$ cat src/hw/pfs_pkg.sv
package pfs_pkg;

    // Register byte offsets on the Wishbone bus, one aligned word each.
    localparam logic [4:0] OFF_PA_LOW = 5'h00;
    localparam logic [4:0] OFF_PA_HIGH = 5'h04;
    localparam logic [4:0] OFF_PB_LOW = 5'h08;
    localparam logic [4:0] OFF_PB_HIGH = 5'h0C;
    localparam logic [4:0] OFF_PC_LOW = 5'h10;
    localparam logic [4:0] OFF_PC_HIGH = 5'h14;
    localparam logic [4:0] OFF_PD_LOW = 5'h18;

    // Every selector clears to general I/O at reset.
    localparam logic [7:0] SEL_RESET = 8'h00;

    // Field positions of the four 2-bit pin fields in a selector.
    localparam int FIELD_PIN0 = 0;
    localparam int FIELD_PIN1 = 2;
    localparam int FIELD_PIN2 = 4;
    localparam int FIELD_PIN3 = 6;

    // Device variants, smallest first.
    localparam logic [1:0] VAR_SMALLEST = 2'h0;
    localparam logic [1:0] VAR_SECOND = 2'h1;
    localparam logic [1:0] VAR_THIRD = 2'h2;
    localparam logic [1:0] VAR_LARGEST = 2'h3;

    // Function code of one pin: the class of function it is routed to, or absent on a missing pin.
    typedef enum logic [3:0] {
        PFS_GPIO = 4'h0,
        PFS_SERIAL = 4'h1,
        PFS_TIMER = 4'h2,
        PFS_TIMER_INV = 4'h3,
        PFS_CRYSTAL = 4'h4,
        PFS_ADC = 4'h5,
        PFS_ADC_REF = 4'h6,
        PFS_TOUCH = 4'h7,
        PFS_LCD_SEG = 4'h8,
        PFS_LCD_BIAS = 4'h9,
        PFS_ABSENT = 4'hF
    } pfs_func_e;

    // One port's routing result: function class and channel number per pin.
    typedef struct packed {
        logic [7:0][3:0] func;
        logic [7:0][5:0] chan;
    } pfs_route_s;

endpackage : pfs_pkg

$ cat src/hw/pfs_port_function_select.sv
// Operation
// - Port A bit 3: 00/11 I/O, 01 chip select, 10 crystal in.
// - Port A bit 2: 01 chip select, otherwise I/O.
// - Port A bit 1: 00/10 I/O, 01 timer 0 out, 11 bias mid level.
// - Port A bit 0: 01 SPI data out, otherwise I/O.
// - Port A bit 7: 10 touch key 12 or 20, 11 segment 7 or 15.
// - Port A bit 6: 11 second pump capacitor, otherwise I/O with timer clock, interrupt.
// - Port A bit 5: 01 inverted timer 0 out, 11 first pump capacitor.
// - Port A bit 4: 01 SPI data out, 10 crystal out, otherwise I/O.
// - Port B bit 3: 01 UART receive, 11 ADC 3, otherwise I/O with interrupt 0.
// - Port B bit 2: 01 UART transmit, 10 periodic timer out, 11 ADC 2.
// - Port B bit 1: 01 SPI clock or SCL, 11 ADC 1.
// - Port B bit 0: 01 SPI data in or SDA, 10 reference, 11 ADC 0.
// - Port B bit 7: 10 touch key 4, 11 ADC 7, otherwise I/O with interrupt 1.
// - Port B bit 6: 10 touch key 3, 11 ADC 6.
// - Port B bit 5: 10 touch key 2, 11 ADC 5.
// - Port B bit 4: 01 inverted periodic timer out, 10 key 1, 11 ADC 4.
// - Port C bits 0-3: 10 keys 5-8, 11 segments 0-3 except second variant.
// - Port C bits 4-7 absent on smallest; 10 keys 9-12, 11 segments 4-7 large.
// - Port D bits 0-3 absent on smallest; 10 keys 13-16, 11 segments 0-3 or 8-11.
module pfs_port_function_select #(
    parameter logic [1:0] VARIANT = 2'h3
) (
    input wire logic clk_i,
    input wire logic rst_i,
    input wire logic ce_i,
    input wire logic wb_cyc_i,
    input wire logic wb_stb_i,
    input wire logic wb_we_i,
    input wire logic [4:0] wb_adr_i,
    input wire logic [3:0] wb_sel_i,
    input wire logic [31:0] wb_dat_i,
    output logic [31:0] wb_dat_o,
    output logic wb_ack_o,
    output logic wb_err_o,
    output pfs_pkg::pfs_route_s route_a_o,
    output pfs_pkg::pfs_route_s route_b_o,
    output pfs_pkg::pfs_route_s route_c_o,
    output pfs_pkg::pfs_route_s route_d_o
);

    logic [7:0] pa_low;
    logic [7:0] pa_high;
    logic [7:0] pb_low;
    logic [7:0] pb_high;
    logic [7:0] pc_low;
    logic [7:0] pc_high;
    logic [7:0] pd_low;
    logic req;
    logic hit;
    logic wr;
    logic [31:0] next_rdata;
    logic has_upper;
    pfs_pkg::pfs_route_s next_a;
    pfs_pkg::pfs_route_s next_b;
    pfs_pkg::pfs_route_s next_c;
    pfs_pkg::pfs_route_s next_d;

    // The upper port C and the port D selectors exist on all but the smallest variant.
    assign has_upper = (VARIANT != pfs_pkg::VAR_SMALLEST);

    // A new request is taken only while no answer is standing, so ack lasts one cycle.
    assign req = wb_cyc_i && wb_stb_i && !wb_ack_o && !wb_err_o;
    assign wr = req && wb_we_i && wb_sel_i[0];

    // Address decode; a missing selector decodes as unmapped and gets an error.
    always_comb begin
        hit = 1'b1;
        next_rdata = 32'h00000000;
        case (wb_adr_i)
            pfs_pkg::OFF_PA_LOW: next_rdata[7:0] = pa_low;
            pfs_pkg::OFF_PA_HIGH: next_rdata[7:0] = pa_high;
            pfs_pkg::OFF_PB_LOW: next_rdata[7:0] = pb_low;
            pfs_pkg::OFF_PB_HIGH: next_rdata[7:0] = pb_high;
            pfs_pkg::OFF_PC_LOW: next_rdata[7:0] = pc_low;
            pfs_pkg::OFF_PC_HIGH: begin
                hit = has_upper;
                next_rdata[7:0] = pc_high;
            end
            pfs_pkg::OFF_PD_LOW: begin
                hit = has_upper;
                next_rdata[7:0] = pd_low;
            end
            default: hit = 1'b0;
        endcase
    end

    // Bus answer: ack or err one cycle after the request is taken.
    always_ff @(posedge clk_i) begin
        if (rst_i) begin
            wb_ack_o <= 1'b0;
            wb_err_o <= 1'b0;
            wb_dat_o <= 32'h00000000;
        end else if (ce_i) begin
            wb_ack_o <= req && hit;
            wb_err_o <= req && !hit;
            wb_dat_o <= (req && hit && !wb_we_i) ? next_rdata : 32'h00000000;
        end
    end

    // Selector storage; only byte lane 0 carries data, upper lanes are ignored.
    always_ff @(posedge clk_i) begin
        if (rst_i) begin
            pa_low <= pfs_pkg::SEL_RESET;
            pa_high <= pfs_pkg::SEL_RESET;
            pb_low <= pfs_pkg::SEL_RESET;
            pb_high <= pfs_pkg::SEL_RESET;
            pc_low <= pfs_pkg::SEL_RESET;
            pc_high <= pfs_pkg::SEL_RESET;
            pd_low <= pfs_pkg::SEL_RESET;
        end else if (ce_i && wr && hit) begin
            case (wb_adr_i)
                pfs_pkg::OFF_PA_LOW: pa_low <= wb_dat_i[7:0];
                pfs_pkg::OFF_PA_HIGH: pa_high <= wb_dat_i[7:0];
                pfs_pkg::OFF_PB_LOW: pb_low <= wb_dat_i[7:0];
                pfs_pkg::OFF_PB_HIGH: pb_high <= wb_dat_i[7:0];
                pfs_pkg::OFF_PC_LOW: pc_low <= wb_dat_i[7:0];
                pfs_pkg::OFF_PC_HIGH: pc_high <= wb_dat_i[7:0];
                pfs_pkg::OFF_PD_LOW: pd_low <= wb_dat_i[7:0];
                default: pa_low <= pa_low;
            endcase
        end
    end

    // Port A decode. The mux does not sequence peripherals: software must disable
    // a peripheral before moving its pin, since the switch here is immediate.
    always_comb begin
        next_a = '0;
        // Bit 0.
        case (pa_low[pfs_pkg::FIELD_PIN0 +: 2])
            2'h1: next_a.func[0] = pfs_pkg::PFS_SERIAL;
            default: next_a.func[0] = pfs_pkg::PFS_GPIO;
        endcase
        // Bit 1.
        case (pa_low[pfs_pkg::FIELD_PIN1 +: 2])
            2'h1: next_a.func[1] = pfs_pkg::PFS_TIMER;
            2'h3: next_a.func[1] = pfs_pkg::PFS_LCD_BIAS;
            default: next_a.func[1] = pfs_pkg::PFS_GPIO;
        endcase
        // Bit 2.
        case (pa_low[pfs_pkg::FIELD_PIN2 +: 2])
            2'h1: next_a.func[2] = pfs_pkg::PFS_SERIAL;
            default: next_a.func[2] = pfs_pkg::PFS_GPIO;
        endcase
        // Bit 3.
        case (pa_low[pfs_pkg::FIELD_PIN3 +: 2])
            2'h1: next_a.func[3] = pfs_pkg::PFS_SERIAL;
            2'h2: next_a.func[3] = pfs_pkg::PFS_CRYSTAL;
            default: next_a.func[3] = pfs_pkg::PFS_GPIO;
        endcase
        // Bit 4; channel 1 marks the crystal output side.
        case (pa_high[pfs_pkg::FIELD_PIN0 +: 2])
            2'h1: next_a.func[4] = pfs_pkg::PFS_SERIAL;
            2'h2: begin
                next_a.func[4] = pfs_pkg::PFS_CRYSTAL;
                next_a.chan[4] = 6'h01;
            end
            default: next_a.func[4] = pfs_pkg::PFS_GPIO;
        endcase
        // Bit 5; bias channel 1 is the first pump capacitor.
        case (pa_high[pfs_pkg::FIELD_PIN1 +: 2])
            2'h1: next_a.func[5] = pfs_pkg::PFS_TIMER_INV;
            2'h3: begin
                next_a.func[5] = pfs_pkg::PFS_LCD_BIAS;
                next_a.chan[5] = 6'h01;
            end
            default: next_a.func[5] = pfs_pkg::PFS_GPIO;
        endcase
        // Bit 6; the timer clock and interrupt listen on the I/O path.
        case (pa_high[pfs_pkg::FIELD_PIN2 +: 2])
            2'h3: begin
                next_a.func[6] = pfs_pkg::PFS_LCD_BIAS;
                next_a.chan[6] = 6'h02;
            end
            default: next_a.func[6] = pfs_pkg::PFS_GPIO;
        endcase
        // Bit 7.
        case (pa_high[pfs_pkg::FIELD_PIN3 +: 2])
            2'h2: begin
                next_a.func[7] = pfs_pkg::PFS_TOUCH;
                next_a.chan[7] = (VARIANT == pfs_pkg::VAR_SMALLEST) ? 6'h0C : 6'h14;
            end
            2'h3: begin
                next_a.func[7] = pfs_pkg::PFS_LCD_SEG;
                next_a.chan[7] = (VARIANT[1]) ? 6'h0F : 6'h07;
            end
            default: next_a.func[7] = pfs_pkg::PFS_GPIO;
        endcase
    end

    // Port B decode. Each pin reports its own number as channel, which is its
    // converter channel on code 11; touch keys replace it on the high selector.
    always_comb begin
        next_b = '0;
        for (int i = 0; i < 8; i++) begin
            next_b.chan[i] = 6'(i);
        end
        // Bit 0; SPI data input and SDA share code 01.
        case (pb_low[pfs_pkg::FIELD_PIN0 +: 2])
            2'h1: next_b.func[0] = pfs_pkg::PFS_SERIAL;
            2'h2: next_b.func[0] = pfs_pkg::PFS_ADC_REF;
            2'h3: next_b.func[0] = pfs_pkg::PFS_ADC;
            default: next_b.func[0] = pfs_pkg::PFS_GPIO;
        endcase
        // Bit 1; SPI clock and SCL share code 01.
        case (pb_low[pfs_pkg::FIELD_PIN1 +: 2])
            2'h1: next_b.func[1] = pfs_pkg::PFS_SERIAL;
            2'h3: next_b.func[1] = pfs_pkg::PFS_ADC;
            default: next_b.func[1] = pfs_pkg::PFS_GPIO;
        endcase
        // Bit 2; the capture input listens on the I/O path.
        case (pb_low[pfs_pkg::FIELD_PIN2 +: 2])
            2'h1: next_b.func[2] = pfs_pkg::PFS_SERIAL;
            2'h2: next_b.func[2] = pfs_pkg::PFS_TIMER;
            2'h3: next_b.func[2] = pfs_pkg::PFS_ADC;
            default: next_b.func[2] = pfs_pkg::PFS_GPIO;
        endcase
        // Bit 3; interrupt 0 listens on the I/O path.
        case (pb_low[pfs_pkg::FIELD_PIN3 +: 2])
            2'h1: next_b.func[3] = pfs_pkg::PFS_SERIAL;
            2'h3: next_b.func[3] = pfs_pkg::PFS_ADC;
            default: next_b.func[3] = pfs_pkg::PFS_GPIO;
        endcase
        // Bit 4; touch key 1, or the inverted periodic timer.
        case (pb_high[pfs_pkg::FIELD_PIN0 +: 2])
            2'h1: next_b.func[4] = pfs_pkg::PFS_TIMER_INV;
            2'h2: begin
                next_b.func[4] = pfs_pkg::PFS_TOUCH;
                next_b.chan[4] = 6'h01;
            end
            2'h3: next_b.func[4] = pfs_pkg::PFS_ADC;
            default: next_b.func[4] = pfs_pkg::PFS_GPIO;
        endcase
        // Bit 5; the standard timer clock listens on the I/O path.
        case (pb_high[pfs_pkg::FIELD_PIN1 +: 2])
            2'h2: begin
                next_b.func[5] = pfs_pkg::PFS_TOUCH;
                next_b.chan[5] = 6'h02;
            end
            2'h3: next_b.func[5] = pfs_pkg::PFS_ADC;
            default: next_b.func[5] = pfs_pkg::PFS_GPIO;
        endcase
        // Bit 6; the periodic timer clock listens on the I/O path.
        case (pb_high[pfs_pkg::FIELD_PIN2 +: 2])
            2'h2: begin
                next_b.func[6] = pfs_pkg::PFS_TOUCH;
                next_b.chan[6] = 6'h03;
            end
            2'h3: next_b.func[6] = pfs_pkg::PFS_ADC;
            default: next_b.func[6] = pfs_pkg::PFS_GPIO;
        endcase
        // Bit 7; interrupt 1 listens on the I/O path.
        case (pb_high[pfs_pkg::FIELD_PIN3 +: 2])
            2'h2: begin
                next_b.func[7] = pfs_pkg::PFS_TOUCH;
                next_b.chan[7] = 6'h04;
            end
            2'h3: next_b.func[7] = pfs_pkg::PFS_ADC;
            default: next_b.func[7] = pfs_pkg::PFS_GPIO;
        endcase
    end

    // Port C decode; the upper half vanishes on the smallest variant.
    always_comb begin
        next_c = '0;
        for (int k = 0; k < 4; k++) begin
            next_c.func[k] = pfs_pkg::PFS_GPIO;
            case (pc_low[2 * k +: 2])
                2'h2: begin
                    next_c.func[k] = pfs_pkg::PFS_TOUCH;
                    next_c.chan[k] = 6'(k + 5);
                end
                2'h3: begin
                    if (VARIANT != pfs_pkg::VAR_SECOND) begin
                        next_c.func[k] = pfs_pkg::PFS_LCD_SEG;
                        next_c.chan[k] = 6'(k);
                    end
                end
                default: next_c.func[k] = pfs_pkg::PFS_GPIO;
            endcase
            next_c.func[k + 4] = has_upper ? pfs_pkg::PFS_GPIO : pfs_pkg::PFS_ABSENT;
            if (has_upper && pc_high[2 * k +: 2] == 2'h2) begin
                next_c.func[k + 4] = pfs_pkg::PFS_TOUCH;
                next_c.chan[k + 4] = 6'(k + 9);
            end
            if (VARIANT[1] && pc_high[2 * k +: 2] == 2'h3) begin
                next_c.func[k + 4] = pfs_pkg::PFS_LCD_SEG;
                next_c.chan[k + 4] = 6'(k + 4);
            end
        end
    end

    // Port D decode; a missing selector leaves its four pins marked absent.
    always_comb begin
        next_d = '0;
        for (int k = 0; k < 4; k++) begin
            next_d.func[k] = has_upper ? pfs_pkg::PFS_GPIO : pfs_pkg::PFS_ABSENT;
            if (has_upper && pd_low[2 * k +: 2] == 2'h2) begin
                next_d.func[k] = pfs_pkg::PFS_TOUCH;
                next_d.chan[k] = 6'(k + 13);
            end
            if (has_upper && pd_low[2 * k +: 2] == 2'h3) begin
                next_d.func[k] = pfs_pkg::PFS_LCD_SEG;
                next_d.chan[k] = VARIANT[1] ? 6'(k + 8) : 6'(k);
            end
            // Port D bits 4 to 7 belong to another selector and stay general I/O here.
            next_d.func[k + 4] = pfs_pkg::PFS_GPIO;
        end
    end

    // Port A routing is registered, so it trails its selector by one cycle.
    always_ff @(posedge clk_i) begin
        if (rst_i) begin
            route_a_o <= '0;
        end else if (ce_i) begin
            route_a_o <= next_a;
        end
    end

    // Port B routing register.
    always_ff @(posedge clk_i) begin
        if (rst_i) begin
            route_b_o <= '0;
        end else if (ce_i) begin
            route_b_o <= next_b;
        end
    end

    // Port C routing register.
    always_ff @(posedge clk_i) begin
        if (rst_i) begin
            route_c_o <= '0;
        end else if (ce_i) begin
            route_c_o <= next_c;
        end
    end

    // Port D routing register.
    always_ff @(posedge clk_i) begin
        if (rst_i) begin
            route_d_o <= '0;
        end else if (ce_i) begin
            route_d_o <= next_d;
        end
    end

endmodule : pfs_port_function_select

$ cat config.mk
export PLATFORM = sky130hd
export DESIGN_NAME = pfs_port_function_select
export DESIGN_NICKNAME = d
export VERILOG_FILES = /design/src/hw/pfs_pkg.sv /design/src/hw/pfs_port_function_select.sv
export SDC_FILE = /design/constraint.sdc
export NUM_CORES = 1
export LEC_CHECK = 0
export ABC_CLOCK_PERIOD_IN_PS = 2300
export BUFFER_PORTS_ARGS = -buffer_cell sky130_fd_sc_hd__buf_2
export CORE_MARGIN = 5
export CORE_UTILIZATION = 30
export DETAILED_ROUTE_END_ITERATION = 8
export PLACE_DENSITY = 0.65
export SYNTH_ARGS = -nofsm -noshare
export SYNTH_HDL_FRONTEND = slang
export SYNTH_SLANG_ARGS = --single-unit
$ cat constraint.sdc
create_clock -name clk_i -period 2.3 [get_ports clk_i]
set_input_delay 0.345 -clock clk_i [delete_from_list [all_inputs] [get_ports clk_i]]
set_output_delay 0.345 -clock clk_i [all_outputs]
set_load 0.005 [all_outputs]
==> out/results.ini, run 1 <==
[synthesis]
yosysSeqAreaShare_pct=36.17
synth_area_leaders=dfxtp_1 (36%), buf_4 (27%), mux2i_1 (11%)
synth_top_area_share_pct=36.17
synth.most_common_cell=buf_4
synth_ff_type=dfxtp_1
synth_edf_count=0
synth_cell_types=43
synth_common_cells=buf_4 (275), dfxtp_1 (136), nor2_1 (98), mux2i_1 (79), nand2_1 (57)
ys_ff_latch=136
yosys_warnings=0
async_flop_share_pct=0
avgSynthCellArea_um2=8.753
synth_cells=860
synth_area_um2=7527
yosysTopAreaCell=dfxtp_1

[clocking]
clock_sinks=136
clock_latency_ps=410
root_buffer=clkbuf_16
clockBufferDepth=2
post_cts_buffers=0
clkTransAtPathRegs_ps=60
h-tree-depth=4
cts_buffers=17
ctsResizeCount=0
cts_tree=done
ctsHoldBuffers=0

[global_routing]
grt_pass1_wl_um=27280
antenna_found_initial=1
grt_pass1_vias=4737
grt_max_degree=60
gr-total-overflow=0
grtUsageTotal_pct=12.32

[sta]
setup_viol=0
report.final.hold_viol_count=0
slew_viol_final=0
layout_worst_path_cycle_share_pct=82.58
fmax_ghz=0.5265
rsz0062_at_grt=false
tightestPinTransition_ps=596.3
setup_ws_ps=400.6
slew_headroom_pct=60.24
tns_ps=0
period_minus_slack_ps=1899
skew_ps=6.490

[drt]
drt_iter0_markers=314
vias=5397
wl_per_cell_um=14.49
wl_um=18990
dr.pass1.iters=4
vias_per_cell=4.117
drc=0
ant_nets=0

[worst_setup_path]
critPathArrivalTime_ps=2190
slowest_delay_ps=420
r2r_cells=6
reg2reg_setup_slack_ps=400
end_kind=flop
crit_fanout=6
r2r-end=pa_high[7]
worstSetupStartpointType=flop
crit_path_cell_trace=or3b_1 > buf_4 > nor4_4 > buf_4 > mux2i_1 > nor2_1
r2r_start=wb_err_o
cpLargestDelayFamily=simple AND/OR/NAND/NOR gates
crit_slowest_cell=or3b_1
required_ps=2590
critical_path_class=flop to flop
crit_top_cell=buf_4
path_buf_inv=2

[place]
gp_congestion=0.8758
place_hpwl_um=14570
place_ws_ps=218.7
port_buffers=181
dp_cells=1278

[cells_and_area]
fin_util_pct=32.94
seq_area_um2=2723
final_cells=1311
n_fill_cell=2576
nNetsFinal=1017
drive_above_1_share_pct=25.92
multi_input_area_um2=3279
syn_to_final_growth_pct=9.242

[power_and_ir_drop]
p_leak_nw=4.011
ir_worst_vdd_mv=0.4432
p_per_area_nw_per_um2=677.7

[min_path]
hold_class=primary input to flop
whs_endpoint=pa_low[2]
min_from=wb_dat_i[2]
min_path_cells=3

[run]
maxCapViolations=0

[floorplan]
io_pins=401
num_rows=58
core_um2=24960
initial_core_util_pct=30.15
die_h_um=168.4
die_w_um=168.4
die_area_um2=28360

[status]
status=finished, final reports clean

[cells by family (layout without fill, tap and decap cells)]
| logic type | after synthesis | in the layout | share of synthesized area, % |
|---|---|---|---|
| other | 1 | 193 | 0.04982 |
| AND/OR/NAND/NOR | 226 | 226 | 14.68 |
| adder cells (fa/ha/maj) | 3 | 3 | 0.4987 |
| buffers and inverters | 320 | 249 | 29.79 |
| flip-flops | 136 | 136 | 36.17 |
| multiplexers | 85 | 85 | 11.55 |
| AO/OA/AOI/OAI | 89 | 89 | 7.264 |
[report_power, final]
group / switching [W] / internal (W)
logic: 0.000241 / 0.0000770
registers: 0.00000720 / 0.00237
clock network: 0.00105 / 0.00183
[cells in the final DEF, fill, tap and decap left out, drive strengths merged, types with 3 or more instances in the layout]
cell type  count
conb         192
a2bb2oi        3
a221oi        14
nand3b        15
inv            9
nand2b         7
or3b           3
nor4           4
nor2          98
mux2i         79
mux2           5
clkinv         7
dfxtp        136
ha             3
a21oi         54
a22oi          5
bufinv         4
nand4          3
nand3         23
o22ai          6
buf          210
o21ai          3
nand2         57
clkbuf        19
[worst max path at each step]
stage | startpoint | end | slack, ps | cells past startpoint
3_5_place_dp | wb_adr_i[1] | pd_low[0] | 220 | 6
3_3_place_gp | wb_adr_i[1] | pd_low[0] | 220 | 6
6_report | wb_err_o | pa_high[7] | 400 | 6
4_1_cts | wb_err_o | pa_high[7] | 410 | 6
2_1_floorplan | ce_i | pd_low[0] | 340 | 7
5_1_grt | wb_err_o | pa_high[7] | 310 | 6
[registers in the layout, indices dropped and copies added (netlist names)]
signal / count
pa_high: 8
pa_low: 8
pb_high: 8
pb_low: 8
pc_high: 8
pc_low: 8
pd_low: 8
route_a_o: 15
route_b_o: 25
route_c_o: 19
route_d_o: 11
wb_ack_o: 1
wb_dat_o: 8
wb_err_o: 1
[worst min-delay path, delay by kind of cell]
family	cells	cell delay [ps]
buf+inv	1	170
simple gates	1	70
mux	1	90
[through the flow]
stage	hold WS, ps	power, W	instance area [um2]
6_report	299.7	0.005573	8223
5_1_grt	299.3	0.005785	8223
4_1_cts	284.5	0.005625	8220
3_5_place_dp	450.4	0.002729	7592
3_3_place_gp	450.5	0.002726	7592
2_1_floorplan	457.4	0.002868	8244
[final cells by class]
cell class,count,share of cell area [%]
inverters,7,0.3195
flip-flops and latches,136,33.11
multi-input cells,595,39.88
well taps,330,5.021
clock inverters,13,2.374
clock buffers,19,5.265
repair buffers,210,14.00
diodes,1,0.03043
[routing by layer]
metal	part of all wire, %	track usage [%]	up-vias
met1	42	15.40	2481
li1	-	-	2633
met5	0	0	-
met4	1.6	4.234	0
met2	48	20.88	263
met3	8.1	2.841	20
(Power assumes the default switching activity.)
==> run 2: changes to the inputs <==
--- a/config.mk
+++ b/config.mk
@@ -5,12 +5,13 @@
 export SDC_FILE = /design/constraint.sdc
 export NUM_CORES = 1
 export LEC_CHECK = 0
-export ABC_CLOCK_PERIOD_IN_PS = 2300
+export ABC_AREA = 1
+export ABC_CLOCK_PERIOD_IN_PS = 1700
 export BUFFER_PORTS_ARGS = -buffer_cell sky130_fd_sc_hd__buf_2
 export CORE_MARGIN = 5
 export CORE_UTILIZATION = 30
 export DETAILED_ROUTE_END_ITERATION = 8
-export PLACE_DENSITY = 0.65
+export PLACE_DENSITY = 0.67
 export SYNTH_ARGS = -nofsm -noshare
 export SYNTH_HDL_FRONTEND = slang
 export SYNTH_SLANG_ARGS = --single-unit
==> constraint.sdc (replaced) <==
create_clock -name clk_i -period 1.7 [get_ports clk_i]
set_input_delay 0.255 -clock clk_i [delete_from_list [all_inputs] [get_ports clk_i]]
set_output_delay 0.255 -clock clk_i [all_outputs]
set_load 0.005 [all_outputs]
==> run 2 against run 1 <==
  * Global-route usage increased by 1.8 points
  * Area after synthesis is 4.3% higher
  * Highest routed layer is now met5
  * Die area rose by 4.1%
  * Wire length rose by 19%
  * Worst hold slack got worse by 100 ps
  * Sequential share of layout area down 1.5 points
  * Largest power group unchanged
  * Clock power up 36%
  * Non-clock buffer count unchanged
  * Via count increased by 22%
  * Clock skew rose by 2.1 ps
==> out/results.ini, run 2 <==
[status]
status=finished, final reports clean

[global_routing]
grt_max_degree=87  ; +45%
antenna_found_initial=2  ; +1
grt-busiest-layer=met2
gr-usage-met3_pct=4.091  ; +1.2 points
gr-total-overflow=0  ; unchanged
grtUsageMet2_pct=23.51  ; +2.6 points
grt_pass1_vias=5825  ; +23%
grtUsageTotal_pct=14.09  ; +1.8 points
grt_pass1_wl_um=32100  ; +18%
use_met1_pct=17.90  ; +2.5 points

[cells_and_area]
drive_above_1_share_pct=22.98  ; -2.9 points
nNetsFinal=1212  ; +19%
syn_to_final_growth_pct=9.495
largest_reg_flops=25  ; unchanged
largestRegisters=route_b_o x25, route_c_o x19, route_a_o x15
layout_common_cells=conb_1 (192), nand2_1 (185), buf_2 (181)
fin_util_pct=33.19  ; +0.25 points
layout_commonest_cell=conb_1
n_antenna_cell=0  ; -1
top_register=route_b_o

[synthesis]
async_flop_share_pct=0  ; unchanged
synth_cells=1069  ; +24%
yosysSeqAreaShare_pct=34.67  ; -1.5 points
synth.most_common_cell=buf_4
synth_cell_types=30  ; -30%
yosys_warnings=0  ; unchanged
synth_edf_count=0  ; unchanged
synth_ff_type=dfxtp_1
yosysTopAreaCell=dfxtp_1
synth_area_leaders=dfxtp_1 (35%), buf_4 (26%), nand2_1 (8.9%)
synth_common_cells=buf_4 (274), nand2_1 (186), dfxtp_1 (136), nor2_1 (119), a21oi_1 (99)
synth_area_um2=7854  ; +4.3%
synth_top_area_share_pct=34.67  ; -1.5 points
ys_ff_latch=136  ; unchanged
avgSynthCellArea_um2=7.347  ; -16%

[clocking]
cts_buffers=17  ; unchanged
ctsHoldBuffers=0  ; unchanged
cts_tree=done
clock_sinks=136  ; unchanged
h-tree-depth=4  ; unchanged
clkTransAtPathRegs_ps=60  ; about the same
root_buffer=clkbuf_16
clockBufferDepth=2  ; unchanged
clock_latency_ps=420  ; about the same

[sta]
report.final.hold_viol_count=0  ; unchanged
setup_viol=0  ; unchanged
slew_viol_final=0  ; unchanged
skew_ps=8.573  ; +2.083 ps
slew_headroom_pct=63.80  ; +3.6 points
tns_ps=0  ; unchanged
period_minus_slack_ps=1615  ; -284.6 ps
fmax_ghz=0.6193  ; +18%
tightestPinTransition_ps=542.2  ; -54.15 ps
layout_worst_path_cycle_share_pct=94.99  ; +12 points

[drt]
vias_per_cell=4.371  ; +6.2%
drt_iter0_markers=576  ; +83%
wl_um=22550  ; +19%
ant_nets=0  ; unchanged
dr.pass1.iters=7  ; +3
drc=0  ; unchanged
vias=6600  ; +22%
wl_per_cell_um=14.93  ; +3.1%

[place]
port_buffers=181  ; unchanged
gp_congestion=0.8955  ; +2.2%
place_hpwl_um=16390  ; +13%

[worst_setup_path]
critPathArrivalTime_ps=1980  ; -210 ps
required_ps=2060  ; -530 ps
end_kind=flop
critical_path_class=flop to flop
crit_fanout=14  ; +8
worstSetupStartpointType=flop

[run]
maxCapViolations=0  ; unchanged

[power_and_ir_drop]
p_leak_nw=4.300  ; +7.2%
ir_worst_vdd_mv=0.6800  ; +53%
p_per_area_nw_per_um2=906.9  ; +34%

[floorplan]
initial_core_util_pct=30.31  ; +0.16 points
die_w_um=171.8  ; +2.0%
die_h_um=171.8  ; +2.0%
core_um2=25910  ; +3.8%
num_rows=59  ; +1.7%
io_pins=401  ; unchanged
die_area_um2=29520  ; +4.1%

[min_path]
hold_class=primary input to flop

## run 2: path summary, 6_finish.rpt
path	startpoint	to	slack (ps)	cells past startpoint
worst max-delay path	wb_err_o	pa_high[0]	90	8
worst min-delay path	rst_i	route_b_o[30]	200	2
worst max register to register	wb_err_o	pa_high[0]	90	8
worst min register to register	route_d_o[3]	route_d_o[3]	460	2
## run 2: cell families after synthesis
family	synth area share, %
AO/OA/AOI/OAI	8.635
adder cells (fa/ha/maj)	0.4780
buffers and inverters	31.32
flip-flops	34.67
other	0.04775
AND/OR/NAND/NOR	24.85
## run 2: timing repair
action / 4_1_cts / 5_1_grt
resized for setup: 1 / 8
endpoints found under the setup margin: 1 / 41
gates cloned: 0 / 3
pin swaps: 0 / 1
buffers inserted: 0 / 1
## run 2: layout make-up
class                           instances  area [um2]
Inverter                               40       150.1
Fill cell                            2780       17310
Clock buffer                           20       456.7
Multi-Input combinational cell        757        3457
Timing Repair Buffer                  210        1220
Sequential cell                       136        2723
Clock inverter                         12       173.9
Tap cell                              335       419.2
## run 2: critical path, stage by stage (launching register included)
cell and delay [ps]:
dfxtp_1 320, nor2_2 110, nand3_2 110, nor3_4 260
buf_12 210, nand3_2 240, nand2_1 160, nand2_1 60
nor2_1 70
## run 2: where the power goes
part	internal (W)	switching (W)
Sequential	0.00323	0.0000321
Clock	0.00252	0.00140
Combinational	0.000162	0.000447
Total	0.00592	0.00188
## run 2: metal layers
| metal | part of all wire (%) | vias to the layer above |
|---|---|---|
| met5 | 0.093 | - |
| met4 | 1.4 | 4 |
| met3 | 9.0 | 29 |
| met2 | 49 | 300 |
| met1 | 41 | 3064 |
| li1 | - | 3203 |
## run 2: per-stage QoR
stage                     std cells  power, W  area, um2  setup WS, ps  hold slack, ps
after floorplan                1260  0.004039       8571         165.9           389.9
after global placement         1474  0.003917       7864         23.06           446.7
after detailed placement       1474  0.003922       7864         9.015           450.2
after CTS                      1506  0.007856       8502         40.32           190.3
after global routing           1510  0.008119       8600        -5.249           202.7
final                          1510  0.007799       8600         85.25           199.8
==> run 3: changes to the inputs <==
--- a/config.mk
+++ b/config.mk
@@ -9,9 +9,9 @@
 export ABC_CLOCK_PERIOD_IN_PS = 1700
 export BUFFER_PORTS_ARGS = -buffer_cell sky130_fd_sc_hd__buf_2
 export CORE_MARGIN = 5
-export CORE_UTILIZATION = 30
+export CORE_UTILIZATION = 35
 export DETAILED_ROUTE_END_ITERATION = 8
-export PLACE_DENSITY = 0.67
+export PLACE_DENSITY = 0.75
 export SYNTH_ARGS = -nofsm -noshare
 export SYNTH_HDL_FRONTEND = slang
 export SYNTH_SLANG_ARGS = --single-unit
==> run 3 against run 2 <==
  * Cell area is 0.80% lower
  * Via count is 0.62% lower
  * Clock power is 4% higher
  * Core utilization is 5.7 points higher
  * Critical path type unchanged
==> out/results.ini, run 3 (same netlist as run 2, synthesis figures left out) <==
[place]
place_ws_ps=-36.71  ; -45.73 ps
port_buffers=181  ; unchanged
place_hpwl_um=15940  ; -2.8%
dpl_cell_area_um2=7815  ; -0.62%
gp_congestion=0.9250  ; +3.3%

[sta]
layout_worst_path_cycle_share_pct=97.82  ; +2.8 points
setup_ws_ps=37.07  ; -48.18 ps
report.final.hold_viol_count=0  ; unchanged
fmax_ghz=0.6013  ; -2.9%
skew_ps=8.642  ; +0.06898 ps
slew_viol_final=0  ; unchanged
tns_ps=0  ; unchanged
setup_viol=0  ; unchanged
period_minus_slack_ps=1663  ; +48.18 ps
rsz0062_at_grt=true

[cells_and_area]
fin_util_pct=38.85  ; +5.7 points
final_cell_area_um2=8531  ; -0.80%
largest_reg_flops=25  ; unchanged
top_register=route_b_o
syn_to_final_growth_pct=8.619
n_antenna_cell=0  ; unchanged
largestRegisters=route_b_o x25, route_c_o x19, route_a_o x15
drive_above_1_share_pct=22.83  ; -0.15 points
layout_common_cells=conb_1 (192), nand2_1 (185), buf_2 (181)
nNetsFinal=1211  ; -0.083%
layout_commonest_cell=conb_1

[run]
maxCapViolations=0  ; unchanged

[worst_setup_path]
crit_fanout=17  ; +3
critPathArrivalTime_ps=2010  ; +30 ps
required_ps=2050  ; about the same
worstSetupStartpointType=flop
critical_path_class=flop to flop
end_kind=flop

[clocking]
cts_buffers=17  ; unchanged
clock_sinks=136  ; unchanged
h-tree-depth=4  ; unchanged
root_buffer=clkbuf_16
cts_tree=done
clkTransAtPathRegs_ps=60  ; about the same
clock_latency_ps=420  ; about the same
clockBufferDepth=2  ; unchanged

[floorplan]
die_h_um=159.8  ; -7.0%
die_w_um=159.8  ; -7.0%
io_pins=401  ; unchanged
initial_core_util_pct=35.77  ; +5.5 points
die_area_um2=25530  ; -13%
num_rows=54  ; -8.5%
core_um2=21960  ; -15%

[global_routing]
grt_pass1_vias=6059  ; +4.0%
gr-total-overflow=0  ; unchanged
antenna_found_initial=1  ; -1
use_met1_pct=20.44  ; +2.5 points
grtUsageMet2_pct=27.53  ; +4.0 points
grt_pass1_wl_um=33200  ; +3.4%
grt_max_degree=87  ; unchanged
grtUsageTotal_pct=16.17  ; +2.1 points
gr-usage-met3_pct=4.098  ; +0.0069 points
grt-busiest-layer=met2

[status]
status=finished, final reports clean

[drt]
drc=0  ; unchanged
wl_per_cell_um=14.98  ; +0.34%
ant_nets=0  ; unchanged
wl_um=21790  ; -3.4%
dr.pass1.iters=5  ; -2
vias_per_cell=4.511  ; +3.2%
drt_iter0_markers=562  ; -2.4%
vias=6559  ; -0.62%

[power_and_ir_drop]
p_total_w=0.007953  ; +2.0%
p_leak_nw=4.307  ; +0.18%
ir_worst_vdd_mv=0.5968  ; -12%
p_per_area_nw_per_um2=932.3  ; +2.8%

[min_path]
hold_class=primary input to flop

==> run 3: per-layer routing <==
metal | vias up | share of wire [%] | routed length [um]
met2 | 330 | 49 | 10740
met1 | 3009 | 41 | 8876
met5 | - | 0.060 | 13
met4 | 2 | 1.3 | 276
met3 | 27 | 8.6 | 1878
li1 | 3191 | - | -
==> run 3: layout make-up <==
| class | count | area (um2) |
|---|---|---|
| clock buffers | 20 | 456.7 |
| multi-input cells | 755 | 3418 |
| fillers | 2297 | 13430 |
| clock inverters | 12 | 196.4 |
| repair buffers | 211 | 1236 |
| flip-flops and latches | 136 | 2723 |
| well taps | 280 | 350.3 |
| inverters | 40 | 150.1 |
==> run 3: worst max-delay path, stage by stage (launching register included) <==
cell	delay, ps
dfxtp_1	330
nor2_1	140
nand3_2	130
nor3_4	260
buf_12	200
nand3_2	240
nand2_1	140
nand2_1	50
nor2_1	90
==> run 3: through the flow <==
stage / instances / hold slack [ps]
after global routing: 1454 / 211.8
after CTS: 1452 / 196.6
after global placement: 1420 / 447.2
after detailed placement: 1420 / 449.5
final: 1454 / 205.7
after floorplan: 1260 / 389.9
==> run 3: repair_timing <==
| item | CTS | global route |
|---|---|---|
| buffers inserted | 0 | 1 |
| gates resized for setup | 0 | 5 |
| hold buffers | 0 | 0 |
| endpoints found under the setup margin | 0 | 45 |
==> run 3: final timing paths <==
kind	depth (start not counted)	endpoint	slack (ps)	start
setup / recovery	8	pd_low[2]	40	wb_err_o
hold / removal	3	pa_low[5]	210	wb_dat_i[5]
setup reg to reg	8	pd_low[2]	40	wb_err_o
hold reg to reg	2	route_b_o[50]	460	route_b_o[50]
==> run 3: where the power goes <==
part / switching, W / internal [W]
sequential: 0.0000300 / 0.00323
clock: 0.00139 / 0.00268
combinational: 0.000450 / 0.000169
total: 0.00187 / 0.00608
